### src/shared/bbc_pkg.sv
/*
  shared constants of the baseband configuration bank: register offsets,
  field positions, mirror indices, recommended codes and timing counts.
  assumes a single 50 MHz core clock on both ends of the control port.
*/
`default_nettype none
package bbc_pkg;

  // -------------------------------------------------------------------
  // register offsets (byte addresses on the control port)
  // -------------------------------------------------------------------
  localparam logic [7:0] ACQ_AMP_THR_HIGH_OFS = 8'h20;
  localparam logic [7:0] ACQ_AMP_THR_LOW_OFS = 8'h24;
  localparam logic [7:0] ACQ_PHASE_THR_HIGH_OFS = 8'h28;
  localparam logic [7:0] ACQ_PHASE_THR_LOW_OFS = 8'h2c;
  localparam logic [7:0] CCA_AMP_THR_HIGH_OFS = 8'h30;
  localparam logic [7:0] CCA_AMP_THR_LOW_OFS = 8'h34;
  localparam logic [7:0] ENERGY_DETECT_THR_OFS = 8'h38;
  localparam logic [7:0] DELIM_SEARCH_TIMER_OFS = 8'h3c;
  localparam logic [7:0] CODE_RATE_1M_OFS = 8'h40;
  localparam logic [7:0] CODE_RATE_2M_OFS = 8'h44;
  localparam logic [7:0] CODE_RATE_5M5_OFS = 8'h48;
  localparam logic [7:0] CODE_RATE_11M_OFS = 8'h4c;
  localparam logic [7:0] TX_RATE_SELECT_OFS = 8'h50;
  localparam logic [7:0] LAST_OFS = TX_RATE_SELECT_OFS;

  // controller-own registers
  localparam logic [7:0] CTL_STATUS_OFS = 8'h80;
  localparam logic [7:0] CTL_CONTROL_OFS = 8'h84;

  // -------------------------------------------------------------------
  // mirror / bank indices: (offset - 0x20) / 4
  // -------------------------------------------------------------------
  localparam int REG_COUNT = 13;
  localparam logic [3:0] IDX_ACQ_AMP_HIGH = 4'h0;
  localparam logic [3:0] IDX_ACQ_AMP_LOW = 4'h1;
  localparam logic [3:0] IDX_ACQ_PHASE_HIGH = 4'h2;
  localparam logic [3:0] IDX_ACQ_PHASE_LOW = 4'h3;
  localparam logic [3:0] IDX_CCA_AMP_HIGH = 4'h4;
  localparam logic [3:0] IDX_CCA_AMP_LOW = 4'h5;
  localparam logic [3:0] IDX_ENERGY_THR = 4'h6;
  localparam logic [3:0] IDX_SEARCH_TIMER = 4'h7;
  localparam logic [3:0] IDX_CODE_1M = 4'h8;
  localparam logic [3:0] IDX_CODE_2M = 4'h9;
  localparam logic [3:0] IDX_CODE_5M5 = 4'ha;
  localparam logic [3:0] IDX_CODE_11M = 4'hb;
  localparam logic [3:0] IDX_TX_RATE = 4'hc;

  // -------------------------------------------------------------------
  // field positions and values
  // -------------------------------------------------------------------
  localparam int TX_HEADERLESS_BIT = 2;
  localparam logic [1:0] RATE_1M = 2'h0;
  localparam logic [1:0] RATE_2M = 2'h1;
  localparam logic [7:0] ENERGY_OFF_VALUE = 8'h3f;
  localparam logic [7:0] RESET_BYTE = 8'h00;
  localparam int CTL_ENERGY_OFF_BIT = 0;
  localparam int CTL_SETTLED_BIT = 0;
  localparam int CTL_INIT_BUSY_BIT = 1;

  // recommended modulation codes, loaded by the controller after reset
  localparam logic [7:0] DEF_CODE_1M = 8'h0a;
  localparam logic [7:0] DEF_CODE_2M = 8'h14;
  localparam logic [7:0] DEF_CODE_5M5 = 8'h37;
  localparam logic [7:0] DEF_CODE_11M = 8'h6e;

  // -------------------------------------------------------------------
  // timing
  // -------------------------------------------------------------------
  localparam int CLK_PERIOD_NS = 20;
  localparam int RATE_SETTLE_NS = 2000;
  localparam int RATE_SETTLE_CYC = (RATE_SETTLE_NS + CLK_PERIOD_NS - 1) / CLK_PERIOD_NS;

  // true when an offset lands on a word of the bank
  function automatic logic bbc_in_bank(input logic [7:0] ofs);
    bbc_in_bank = (ofs >= ACQ_AMP_THR_HIGH_OFS) && (ofs <= LAST_OFS) && (ofs[1:0] == 2'h0);
  endfunction : bbc_in_bank

  // bank index of an offset
  function automatic logic [3:0] bbc_index(input logic [7:0] ofs);
    logic [7:0] rel;
    rel = ofs - ACQ_AMP_THR_HIGH_OFS;
    bbc_index = rel[5:2];
  endfunction : bbc_index

endpackage : bbc_pkg
`default_nettype wire

### src/shared/bbc_cfg_if.sv
/*
  control port between the controller and the baseband configuration bank.
  assumes both ends share core_clk_i; no clocking block, no tristate.
*/
`default_nettype none
interface bbc_cfg_if;
  logic [7:0] addr; // register offset
  logic [7:0] wdata; // write byte
  logic wr; // one-cycle write strobe
  logic rd; // one-cycle read strobe
  logic [7:0] rdata; // read byte, valid the cycle after rd

  modport dev (input addr, input wdata, input wr, input rd, output rdata);
  modport ctl (output addr, output wdata, output wr, output rd, input rdata);
endinterface : bbc_cfg_if
`default_nettype wire

### src/verilog/bbc_dev.sv
/*
  device end: configuration bank of a spread-spectrum baseband processor,
  acquisition / clear-channel / energy-detect comparisons, delimiter search
  timer, receive signal-field match and transmit header code selection.
  assumes measurement inputs come from logic on core_clk_i (no synchronisers)
  and that the controller keeps the tx rate field at 00 in headerless mode.
*/
// Behaviour
// RULE_01 - acq amplitude threshold 15 bits, low byte 0-7
// RULE_02 - phase-variance threshold 16 bits, high and low
// RULE_03 - acquisition needs both threshold tests together
// RULE_04 - variance passes when not above threshold
// RULE_05 - separate 15-bit amplitude threshold for CCA dwell
// RULE_06 - amplitude quality passes when above threshold
// RULE_07 - energy detect when strength exceeds 6-bit threshold
// RULE_08 - controller writes 3Fh to disable energy detect
// RULE_09 - delimiter search bounded by 8-bit symbol timer
// RULE_10 - search timeout returns to acquisition
// RULE_11 - selected code sent, received field matched
// RULE_12 - controller programs 0Ah and 14h codes
// RULE_13 - controller programs 37h and 6Eh codes
// RULE_14 - 2-bit field selects tx rate and code
// RULE_15 - controller writes rate two microseconds early
// RULE_16 - headerless bit sends 2 Mbps, rate 00
// RULE_17 - tx select bits 7:3 stored, unused
// RULE_18 - received field valid only on code match
// RULE_19 - acq amplitude high byte gives bits 8-14
// RULE_20 - two-byte thresholds switch as consistent pairs
`default_nettype none
module bbc_dev (
  input wire logic core_clk_i,
  input wire logic rst_n_i,
  bbc_cfg_if.dev cfg,
  input wire logic [14:0] amplitude_quality_i,
  input wire logic [15:0] phase_variance_quality_i,
  input wire logic acq_dwell_i,
  input wire logic cca_dwell_i,
  input wire logic [5:0] signal_strength_reading_i,
  input wire logic symbol_tick_i,
  input wire logic delim_found_i,
  input wire logic rx_field_strobe_i,
  input wire logic [7:0] rx_field_i,
  input wire logic rx_done_i,
  output logic acquired_o,
  output logic searching_o,
  output logic cca_detect_o,
  output logic energy_detect_o,
  output logic delim_timeout_o,
  output logic rx_field_valid_o,
  output logic [1:0] rx_rate_o,
  output logic [7:0] tx_code_o,
  output logic [1:0] tx_rate_o,
  output logic tx_headerless_o
);
  import bbc_pkg::*;

  // -------------------------------------------------------------------
  // state
  // -------------------------------------------------------------------
  typedef enum logic [1:0] {
    RX_ACQ = 2'b00,
    RX_SEARCH = 2'b01,
    RX_HEADER = 2'b10
  } bbc_rx_type;

  typedef struct packed {
    logic [REG_COUNT-1:0][7:0] bank;
    logic [14:0] acq_amp_thr;
    logic [15:0] acq_phase_thr;
    logic [14:0] cca_amp_thr;
    logic [7:0] rdata;
    bbc_rx_type rx;
    logic [7:0] timer;
    logic acquired;
    logic search;
    logic cca_det;
    logic energy;
    logic timeout;
    logic fvalid;
    logic [1:0] rx_rate;
    logic [7:0] tx_code;
    logic [1:0] tx_rate;
    logic tx_hl;
  } bbc_dev_type;

  bbc_dev_type st_ff;
  bbc_dev_type nxt_st;

  // matches a received field against the four programmed codes
  function automatic logic [2:0] bbc_match(input logic [7:0] fld,
                                           input logic [REG_COUNT-1:0][7:0] bk);
    logic [2:0] res;
    res = 3'h0;
    for (int i = 3; i >= 0; i--) begin
      if (fld == bk[IDX_CODE_1M + 4'(i)]) begin
        res = {1'b1, 2'(i)};
      end
    end
    bbc_match = res;
  endfunction : bbc_match

  // -------------------------------------------------------------------
  // next state
  // -------------------------------------------------------------------
  always_comb begin
    logic [3:0] idx;
    logic [2:0] hit;
    logic [7:0] txsel;
    logic amp_ok;
    logic phase_ok;
    idx = bbc_index(cfg.addr);
    hit = bbc_match(rx_field_i, st_ff.bank);
    txsel = st_ff.bank[IDX_TX_RATE];
    amp_ok = 1'b0;
    phase_ok = 1'b0;
    nxt_st = st_ff;
    nxt_st.rdata = RESET_BYTE;
    nxt_st.timeout = 1'b0;

    // register write; all eight bits stored, unused ones too
    if (cfg.wr && bbc_in_bank(cfg.addr)) begin
      nxt_st.bank[idx] = cfg.wdata; // RULE_17
      // low-byte write commits the pair with the held high byte
      if (idx == IDX_ACQ_AMP_LOW) begin
        nxt_st.acq_amp_thr = {st_ff.bank[IDX_ACQ_AMP_HIGH][6:0],
                              cfg.wdata}; // RULE_01 RULE_19 RULE_20
      end else if (idx == IDX_ACQ_PHASE_LOW) begin
        nxt_st.acq_phase_thr = {st_ff.bank[IDX_ACQ_PHASE_HIGH], cfg.wdata}; // RULE_02 RULE_20
      end else if (idx == IDX_CCA_AMP_LOW) begin
        nxt_st.cca_amp_thr = {st_ff.bank[IDX_CCA_AMP_HIGH][6:0], cfg.wdata}; // RULE_05 RULE_20
      end
    end

    // register read, zero for unmapped offsets
    if (cfg.rd && bbc_in_bank(cfg.addr)) begin
      nxt_st.rdata = st_ff.bank[idx];
    end

    // energy detect follows the strength reading every cycle
    nxt_st.energy = signal_strength_reading_i >
                    st_ff.bank[IDX_ENERGY_THR][5:0]; // RULE_07 RULE_08

    // clear-channel amplitude test on the cca dwell
    if (cca_dwell_i) begin
      nxt_st.cca_det = amplitude_quality_i > st_ff.cca_amp_thr; // RULE_05 RULE_06
    end

    // receive sequence
    case (st_ff.rx)
      RX_ACQ: begin
        nxt_st.acquired = 1'b0;
        amp_ok = amplitude_quality_i > st_ff.acq_amp_thr; // RULE_06
        phase_ok = phase_variance_quality_i <= st_ff.acq_phase_thr; // RULE_04
        if (acq_dwell_i && amp_ok && phase_ok) begin // RULE_03
          nxt_st.acquired = 1'b1;
          nxt_st.fvalid = 1'b0;
          nxt_st.rx = RX_SEARCH;
          nxt_st.timer = st_ff.bank[IDX_SEARCH_TIMER]; // RULE_09
        end
      end
      RX_SEARCH: begin
        if (delim_found_i) begin
          nxt_st.rx = RX_HEADER;
        end else if (symbol_tick_i) begin
          if (st_ff.timer == 8'h00) begin
            nxt_st.timeout = 1'b1; // RULE_10
            nxt_st.acquired = 1'b0;
            nxt_st.rx = RX_ACQ;
          end else begin
            nxt_st.timer = st_ff.timer - 8'h01; // RULE_09
          end
        end
      end
      RX_HEADER: begin
        if (rx_field_strobe_i) begin
          nxt_st.fvalid = hit[2]; // RULE_11 RULE_18
          nxt_st.rx_rate = hit[1:0];
        end
        if (rx_done_i) begin
          nxt_st.acquired = 1'b0;
          nxt_st.rx = RX_ACQ;
        end
      end
      default: begin
        nxt_st.rx = RX_ACQ;
      end
    endcase

    // transmit header code, rate and headerless mode
    nxt_st.tx_code = st_ff.bank[IDX_CODE_1M + {2'h0, txsel[1:0]}]; // RULE_11 RULE_14
    nxt_st.tx_hl = txsel[TX_HEADERLESS_BIT]; // RULE_16
    nxt_st.tx_rate = txsel[TX_HEADERLESS_BIT] ? RATE_2M : txsel[1:0]; // RULE_14 RULE_16

    // search flag registered beside the state so the output is a flop
    nxt_st.search = (nxt_st.rx == RX_SEARCH);
  end

  // -------------------------------------------------------------------
  // state register
  // -------------------------------------------------------------------
  always_ff @(posedge core_clk_i) begin
    if (!rst_n_i) begin
      st_ff <= '0;
    end else begin
      st_ff <= nxt_st;
    end
  end

  // outputs straight from the state register
  assign cfg.rdata = st_ff.rdata;
  assign acquired_o = st_ff.acquired;
  assign searching_o = st_ff.search;
  assign cca_detect_o = st_ff.cca_det;
  assign energy_detect_o = st_ff.energy;
  assign delim_timeout_o = st_ff.timeout;
  assign rx_field_valid_o = st_ff.fvalid;
  assign rx_rate_o = st_ff.rx_rate;
  assign tx_code_o = st_ff.tx_code;
  assign tx_rate_o = st_ff.tx_rate;
  assign tx_headerless_o = st_ff.tx_hl;

endmodule : bbc_dev
`default_nettype wire

### src/flat_wrapper.sv
// flat-port wrapper written by rule: the top's interface ports become plain ports
module bbc_dev_flat import bbc_pkg::*;
  (core_clk_i, rst_n_i, amplitude_quality_i, phase_variance_quality_i, acq_dwell_i, cca_dwell_i, signal_strength_reading_i, symbol_tick_i, delim_found_i, rx_field_strobe_i, rx_field_i, rx_done_i, acquired_o, searching_o, cca_detect_o, energy_detect_o, delim_timeout_o, rx_field_valid_o, rx_rate_o, tx_code_o, tx_rate_o, tx_headerless_o, cfg_addr, cfg_wdata, cfg_wr, cfg_rd, cfg_rdata);
  bbc_cfg_if cfg_i ();
  input wire logic core_clk_i;
  input wire logic rst_n_i;
  input wire logic [14:0] amplitude_quality_i;
  input wire logic [15:0] phase_variance_quality_i;
  input wire logic acq_dwell_i;
  input wire logic cca_dwell_i;
  input wire logic [5:0] signal_strength_reading_i;
  input wire logic symbol_tick_i;
  input wire logic delim_found_i;
  input wire logic rx_field_strobe_i;
  input wire logic [7:0] rx_field_i;
  input wire logic rx_done_i;
  output logic acquired_o;
  output logic searching_o;
  output logic cca_detect_o;
  output logic energy_detect_o;
  output logic delim_timeout_o;
  output logic rx_field_valid_o;
  output logic [1:0] rx_rate_o;
  output logic [7:0] tx_code_o;
  output logic [1:0] tx_rate_o;
  output logic tx_headerless_o;
  input wire logic [$bits(cfg_i.addr)-1:0] cfg_addr;
  input wire logic [$bits(cfg_i.wdata)-1:0] cfg_wdata;
  input wire logic [$bits(cfg_i.wr)-1:0] cfg_wr;
  input wire logic [$bits(cfg_i.rd)-1:0] cfg_rd;
  output wire logic [$bits(cfg_i.rdata)-1:0] cfg_rdata;
  assign cfg_i.addr = cfg_addr;
  assign cfg_i.wdata = cfg_wdata;
  assign cfg_i.wr = cfg_wr;
  assign cfg_i.rd = cfg_rd;
  assign cfg_rdata = cfg_i.rdata;
  bbc_dev u_core (.core_clk_i(core_clk_i), .rst_n_i(rst_n_i), .cfg(cfg_i), .amplitude_quality_i(amplitude_quality_i), .phase_variance_quality_i(phase_variance_quality_i), .acq_dwell_i(acq_dwell_i), .cca_dwell_i(cca_dwell_i), .signal_strength_reading_i(signal_strength_reading_i), .symbol_tick_i(symbol_tick_i), .delim_found_i(delim_found_i), .rx_field_strobe_i(rx_field_strobe_i), .rx_field_i(rx_field_i), .rx_done_i(rx_done_i), .acquired_o(acquired_o), .searching_o(searching_o), .cca_detect_o(cca_detect_o), .energy_detect_o(energy_detect_o), .delim_timeout_o(delim_timeout_o), .rx_field_valid_o(rx_field_valid_o), .rx_rate_o(rx_rate_o), .tx_code_o(tx_code_o), .tx_rate_o(tx_rate_o), .tx_headerless_o(tx_headerless_o));
endmodule
### config.mk
export PLATFORM = sky130hd
export DESIGN_NAME = bbc_dev_flat
export DESIGN_NICKNAME = d
export VERILOG_FILES = /design/src/shared/bbc_pkg.sv /design/src/shared/bbc_cfg_if.sv /design/src/verilog/bbc_dev.sv /design/src/flat_wrapper.sv
export SDC_FILE = /design/constraint.sdc
export NUM_CORES = 1
export LEC_CHECK = 0
export BUFFER_PORTS_ARGS = -buffer_cell sky130_fd_sc_hd__buf_2
export CORE_MARGIN = 2
export CORE_UTILIZATION = 35
export DETAILED_ROUTE_END_ITERATION = 8
export PLACE_DENSITY = 0.58
export SYNTH_ARGS = -nofsm -noshare
export SYNTH_HDL_FRONTEND = slang
export SYNTH_SLANG_ARGS = --single-unit
### constraint.sdc
create_clock -name core_clk_i -period 3.2 [get_ports core_clk_i]
set_clock_uncertainty 0.1 [all_clocks]
set_input_delay 0.16 -clock core_clk_i [delete_from_list [all_inputs] [get_ports core_clk_i]]
set_output_delay 0.16 -clock core_clk_i [all_outputs]
set_load 0.03 [all_outputs]
==> flow_summary.json, run 1 <==
{
  "outcome": "finished clean",
  "crit_chain": "inv_1 -> ha_1 -> a21oi_1 -> o21ai_0 -> a221oi_1 -> nand2_1 -> a31o_2 -> a2111oi_0",
  "max_stage_delay_ns": 0.72,
  "tritoncts": "done",
  "worst_path_max_delay_cell": "a221oi_1",
  "drc": 0,
  "synth_edf_count": 0,
  "startpoint": "u_core.st_ff[78]",
  "synth_cells": 1010,
  "synth_seq_cells": 179,
  "crit_fanout": 4,
  "cts_buffers": 17,
  "htreeDepth": 4,
  "nets": 1206,
  "yosysSeqAreaShare_pct": 37.1,
  "post-route-util_pct": 40.5,
  "maxSlewViolCount": 0,
  "ant_nets": 0,
  "initial_utilization_pct": 35.7,
  "drive_gt1_share_pct": 19.3,
  "crit_arrival_ns": 3.03,
  "cts_setup_buffers": 0,
  "ys_async_sr_fraction_pct": 0,
  "instances_no_fill": 1432,
  "tightest_slew_ns": 0.798,
  "synth_area_per_cell_um2": 9.55,
  "cp-start-kind": "register",
  "dr_wl_met2_um": 11900,
  "drt-total-wl_um": 26200,
  "yosysMostFrequentCell": "dfxtp_1",
  "synth_area_mm2": 0.00965,
  "initialDrtViolationCount": 645,
  "tns_ns": 0,
  "cp-end-kind": "register",
  "die_w_um": 170,
  "r2r-start": "u_core.st_ff[78]",
  "first_pass_iters": 5,
  "hold_violations": 0,
  "synth_area_leaders": "dfxtp_1 37%, mux2i_1 12%, ha_1 7.5%, mux4_2 7.2%, nor2_1 5.8%",
  "grt_max_degree": 101,
  "top_layer_used": "met4",
  "wire_per_inst_um": 18.3,
  "path_clk_slew_ns": 0.07,
  "cts.sink_count": 179,
  "cts_root_buf": "clkbuf_16",
  "leakage_uw": 0.00405,
  "slew_headroom_pct": 46.4,
  "ys_types": 57,
  "synth_area_leader_cell": "dfxtp_1",
  "syn_nets": 1139,
  "synth.top_cell.area_share_pct": 37.1,
  "vias": 7558,
  "multiInputGateArea_mm2": 0.00542,
  "dieHeight_um": 170,
  "clock_path_buffers": 2,
  "grt_pass1_wl_um": 41000,
  "min_period_ns": 2.80,
  "area_growth_pct": 13.5,
  "vias_per_cell": 5.28,
  "antenna_found_initial": 1,
  "hpwl_um": 18400,
  "peakVddDrop_mv": 0.285,
  "place_congestion": 0.827,
  "netlist_top_cells_count": "179 x dfxtp_1, 149 x nor2_1, 111 x mux2i_1",
  "final.period_utilization_pct": 87.5,
  "synth-main-ff-cell": "dfxtp_1",
  "grtUsageTotal_pct": 18.5,
  "path_class": "reg2reg",
  "min_from": "cfg_wdata[7]",
  "holdCritPathClass": "in2reg",
  "setup_viol": 0,
  "met3_length_um": 1630,
  "m1WireLength_um": 12300,
  "grt_pass1_vias": 7216,
  "fillers": 2697,
  "die-area_mm2": 0.0289,
  "p_per_area_mw_per_mm2": 442,
  "ios": 98,
  "register_area_mm2": 0.00358,
  "dp_cells": 1396,
  "place_area_mm2": 0.0103,
  "crit_required_ns": 3.43,
  "rsz0062_at_grt": "false",
  "fin_area_mm2": 0.0110,
  "core_mm2": 0.0270,
  "yosysWarnings": 0,
  "max_cap_violations": 0,
  "rows": 60,
  "port_buffers": 97,
  "gr-total-overflow": 0,
  "clkLatencyLatePin_ns": 0.45,
  "max_freq_mhz": 357
}
layout by cell type (no fill, tap or decap), types with 4 or more instances in the layout:
master / Yosys / routed
a211oi_1: 18 / 18
a21o_1: 7 / 7
a21oi_1: 53 / 53
a221oi_1: 4 / 4
a222oi_1: 7 / 7
a31oi_1: 10 / 10
and2_1: 10 / 10
buf_2: 5 / 97
buf_4: 20 / 23
clkbuf_16: 0 / 17
clkinv_2: 0 / 4
dfxtp_1: 179 / 179
ha_1: 58 / 58
inv_1: 61 / 60
mux2_2: 7 / 7
mux2i_1: 111 / 111
mux4_2: 31 / 31
nand2_1: 54 / 54
nand3_1: 9 / 9
nand4_1: 12 / 12
nor2_1: 149 / 149
nor2b_1: 4 / 4
nor3_1: 5 / 5
nor3_4: 6 / 6
nor3b_1: 10 / 10
nor4_1: 7 / 7
o21ai_0: 45 / 45
xnor2_1: 11 / 11
xor2_1: 27 / 27
power by group:
| group | switching, uW | leakage, uW | internal (uW) |
|---|---|---|---|
| clock network | 949 | 0.000288 | 1130 |
| registers | 20.0 | 0.00144 | 2250 |
| logic | 312 | 0.00232 | 189 |
per-stage QoR:
stage / power [uW] / hold slack (ns) / worst slack (ns)
floorplan: 2630 / 0.182 / 0.822
global placement: 2800 / 0.361 / 0.399
detailed placement: 2810 / 0.363 / 0.388
CTS: 4870 / 0.0491 / 0.375
global route: 5020 / 0.0590 / 0.112
finish: 4840 / 0.0518 / 0.399
state kept, by name, summed over array words and instances (netlist names):
name	count
u_core.tx_headerless_o	1
u_core.nxt_st	1
u_core.delim_timeout_o	1
u_core.rx_rate_o	2
u_core.acquired_o	1
u_core.st_ff	151
u_core.searching_o	1
u_core.tx_rate_o	2
u_core.cfg.rdata	8
u_core.rx_field_valid_o	1
u_core.cca_detect_o	1
u_core.tx_code_o	8
u_core.energy_detect_o	1
worst max-delay path, delay by kind of cell, from the launching register on:
| kind | cells | cell delay (ns) |
|---|---|---|
| DFF | 1 | 0.35 |
| adders and majority gates | 1 | 0.30 |
| buffers and inverters | 1 | 0.06 |
| and+or+nand+nor | 1 | 0.26 |
| AOI/OAI and AO/OA | 5 | 1.63 |
path summary, 6_finish.rpt:
check | to | slack (ns) | cells after the start
setup / recovery | u_core.rx_field_valid_o | 0.40 | 8
hold / removal | u_core.st_ff[106] | 0.05 | 3
setup reg to reg | u_core.rx_field_valid_o | 0.40 | 8
hold reg to reg | u_core.rx_rate_o[0] | 0.37 | 2
kinds of logic (layout without fill, tap and decap cells):
family / after synthesis / after routing / synth area share, %
simple gates: 285 / 285 / 14.7
other cells: 0 / 1 / 0
fa+ha+maj: 58 / 58 / 7.52
buf+inv: 137 / 217 / 6.72
flops: 179 / 179 / 37.1
xor+xnor: 38 / 38 / 3.45
mux: 150 / 150 / 19.8
compound gates: 163 / 163 / 10.6
layout make-up:
cell class | count | share of cell area, %
clock inverter | 13 | 1.13
tap | 341 | 3.90
multi-input combinational | 694 | 49.5
inverter | 61 | 2.11
antenna | 1 | 0.0228
clock buffer | 19 | 4.14
sequential | 179 | 32.7
timing repair buffer | 124 | 6.47
metal layers:
layer	global-route usage (%)	vias up
met5	0	-
met4	5.02	0
met3	3.74	28
met2	29.2	241
met1	25.7	3604
li1	-	3685
timing repair:
action | CTS | global route
hold endpoints to repair | 3 | 0
resized for setup | 0 | 0
hold buffers | 3 | 0
Power figures use the tool's default switching activity.
==> run 2: changes to the inputs <==
PLACE_DENSITY = 0.6   (was 0.58)
clock period = 2.5 ns   (was 3.2 ns; I/O delays follow)
==> run 2 against run 1 <==
Highest routed layer unchanged. Worst setup slack worse by 0.32 ns. Critical path depth up 2. Largest power group unchanged. Total power rose by 34%.
==> flow_summary.json, run 2 (same netlist as run 1, synthesis figures left out) <==
{
  "critPathTopFamily": "compound AO/OA/AOI/OAI gates",
  "switchingPower_uw": 1650,
  "port_buffers": 97,
  "dieHeight_um": 170,
  "power_uw": 6470,
  "holdCritPathClass": "in2reg",
  "dp_cells": 1416,
  "path_clk_slew_ns": 0.07,
  "use_met3_pct": 4.26,
  "tritoncts": "done",
  "die_w_um": 170,
  "r2r_end": "u_core.st_ff[24]",
  "p_per_area_mw_per_mm2": 567,
  "antenna_found_initial": 1,
  "wire_per_inst_um": 18.3,
  "cts.sink_count": 179,
  "hpwl_um": 19000,
  "final.period_utilization_pct": 96.7,
  "startpoint": "u_core.st_ff[62]",
  "cts_buffers": 17,
  "power_frac_comb_pct": 11.2,
  "rrSetupSlack_ns": 0.08,
  "p_int_uw": 4820,
  "gr-usage-met1_pct": 25.6,
  "slew_headroom_pct": 48.3,
  "p_seq_share_pct": 44.8,
  "first_pass_iters": 7,
  "setup_viol": 0,
  "layout_common_cells": "175 x dfxtp_1, 148 x nor2_1, 111 x mux2i_1",
  "vias_per_cell": 5.35,
  "fillers": 2624,
  "drt-total-wl_um": 26600,
  "crit_fanout": 9,
  "post-route-util_pct": 42.2,
  "endpoint": "u_core.st_ff[24]",
  "core_mm2": 0.0270,
  "cp_num_buf_inv": 3,
  "area_growth_pct": 18.3,
  "gr-total-overflow": 0,
  "ios": 98,
  "nets": 1230,
  "crit_arrival_ns": 2.62,
  "hold_slack_ns": 0.0257,
  "crit_required_ns": 2.70,
  "rsz0062_at_grt": "true",
  "ant_nets": 0,
  "min_period_ns": 2.42,
  "rows": 60,
  "cp-end-kind": "register",
  "grt_pass1_vias": 7491,
  "cp.depth": 10,
  "max_freq_mhz": 414,
  "tightest_slew_ns": 0.768,
  "grt_pass1_wl_um": 41600,
  "grtUsageTotal_pct": 18.8,
  "peakVddDrop_mv": 0.374,
  "max_cap_violations": 0,
  "initial_utilization_pct": 35.7,
  "outcome": "finished clean",
  "instances_no_fill": 1456,
  "swShare_pct": 25.5,
  "drive_gt1_share_pct": 23.9,
  "initialDrtViolationCount": 677,
  "final_common_cell": "dfxtp_1",
  "top_usage_layer": "met2",
  "place_congestion": 0.873,
  "drc": 0,
  "crit_chain": "inv_2 -> ha_4 -> nand4_1 -> nor4_2 -> a21bo_2 -> a31o_4 -> buf_12 -> buf_4 -> a31oi_2 -> a211oi_2",
  "regMostFlops": "u_core.st_ff",
  "htreeDepth": 4,
  "max_stage_delay_ns": 0.34,
  "worst_path_max_delay_cell": "dfxtp_2",
  "leakage_uw": 0.00424,
  "power.share.clock_pct": 44.0,
  "vias": 7791,
  "clkLatencyLatePin_ns": 0.43,
  "r2r-start": "u_core.st_ff[62]",
  "largest_register_ffs": 151,
  "reg2regPathDepth": 10,
  "die-area_mm2": 0.0289,
  "grt_max_degree": 105,
  "gr-usage-met2_pct": 29.6,
  "cts_root_buf": "clkbuf_16",
  "maxSlewViolCount": 0,
  "clock_path_buffers": 2,
  "path_class": "reg2reg",
  "cp-start-kind": "register",
  "hold_violations": 0
}
-- run 2: power groups by stage --
| stage | Clock, uW | Combinational (uW) | Sequential, uW |
|---|---|---|---|
| 6_report | 2850 | 724 | 2900 |
| 4_1_cts | 2910 | 671 | 2900 |
| 3_3_place_gp | 0 | 652 | 2960 |
| 5_1_grt | 3020 | 799 | 2900 |
| 2_1_floorplan | 0 | 400 | 2970 |
| 3_5_place_dp | 0 | 662 | 2960 |
-- run 2: layer usage --
metal / vias to the layer above / wire length [um]
li1: 3739 / -
met1: 3771 / 12300
met2: 244 / 12300
met3: 37 / 1550
met4: 0 / 466
met5: - / 0
-- run 2: tightest hold or removal path, stage by stage --
cell and delay, ns:
buf_2 0.22, nand2_1 0.10, a21oi_1 0.06
-- run 2: worst min-delay path by stage --
stage	start	end	slack, ns	cells after the start
final	cfg_wdata[7]	u_core.st_ff[106]	0.03	3
after global routing	cfg_wdata[7]	u_core.st_ff[138]	0.04	3
after CTS	cfg_wdata[7]	u_core.st_ff[106]	0.01	3
after detailed placement	cca_dwell_i	u_core.cca_detect_o	0.33	3
after global placement	cca_dwell_i	u_core.cca_detect_o	0.33	3
after floorplan	rst_n_i	u_core.tx_code_o[7]	0.15	1
-- run 2: timing repair --
item                                    4_1_cts  5_1_grt
endpoints found under the setup margin        1       12
buffers inserted                              0        4
pin swaps                                     0        4
gates resized for setup                       2       36
endpoints found under the hold margin         4        0
hold buffers                                  3        0
-- run 2: cell type report --
class	count	area [um2]	area share, %
multi-input combinational	694	5620	49.2
sequential	179	3590	31.4
timing repair buffer	148	926	8.11
clock buffer	20	457	4.00
tap	341	427	3.74
inverter	61	231	2.03
clock inverter	12	166	1.46
antenna	1	2.50	0.0219
-- run 2: per-stage QoR --
stage          TNS (ns)  setup slack [ns]  area, um2
5_1_grt          -0.250           -0.0557      11400
3_5_place_dp    -0.0452           -0.0452      10500
3_3_place_gp          0            0.0285      10500
2_1_floorplan         0             0.122       9650
4_1_cts               0            0.0136      11200
6_report              0            0.0828      11400
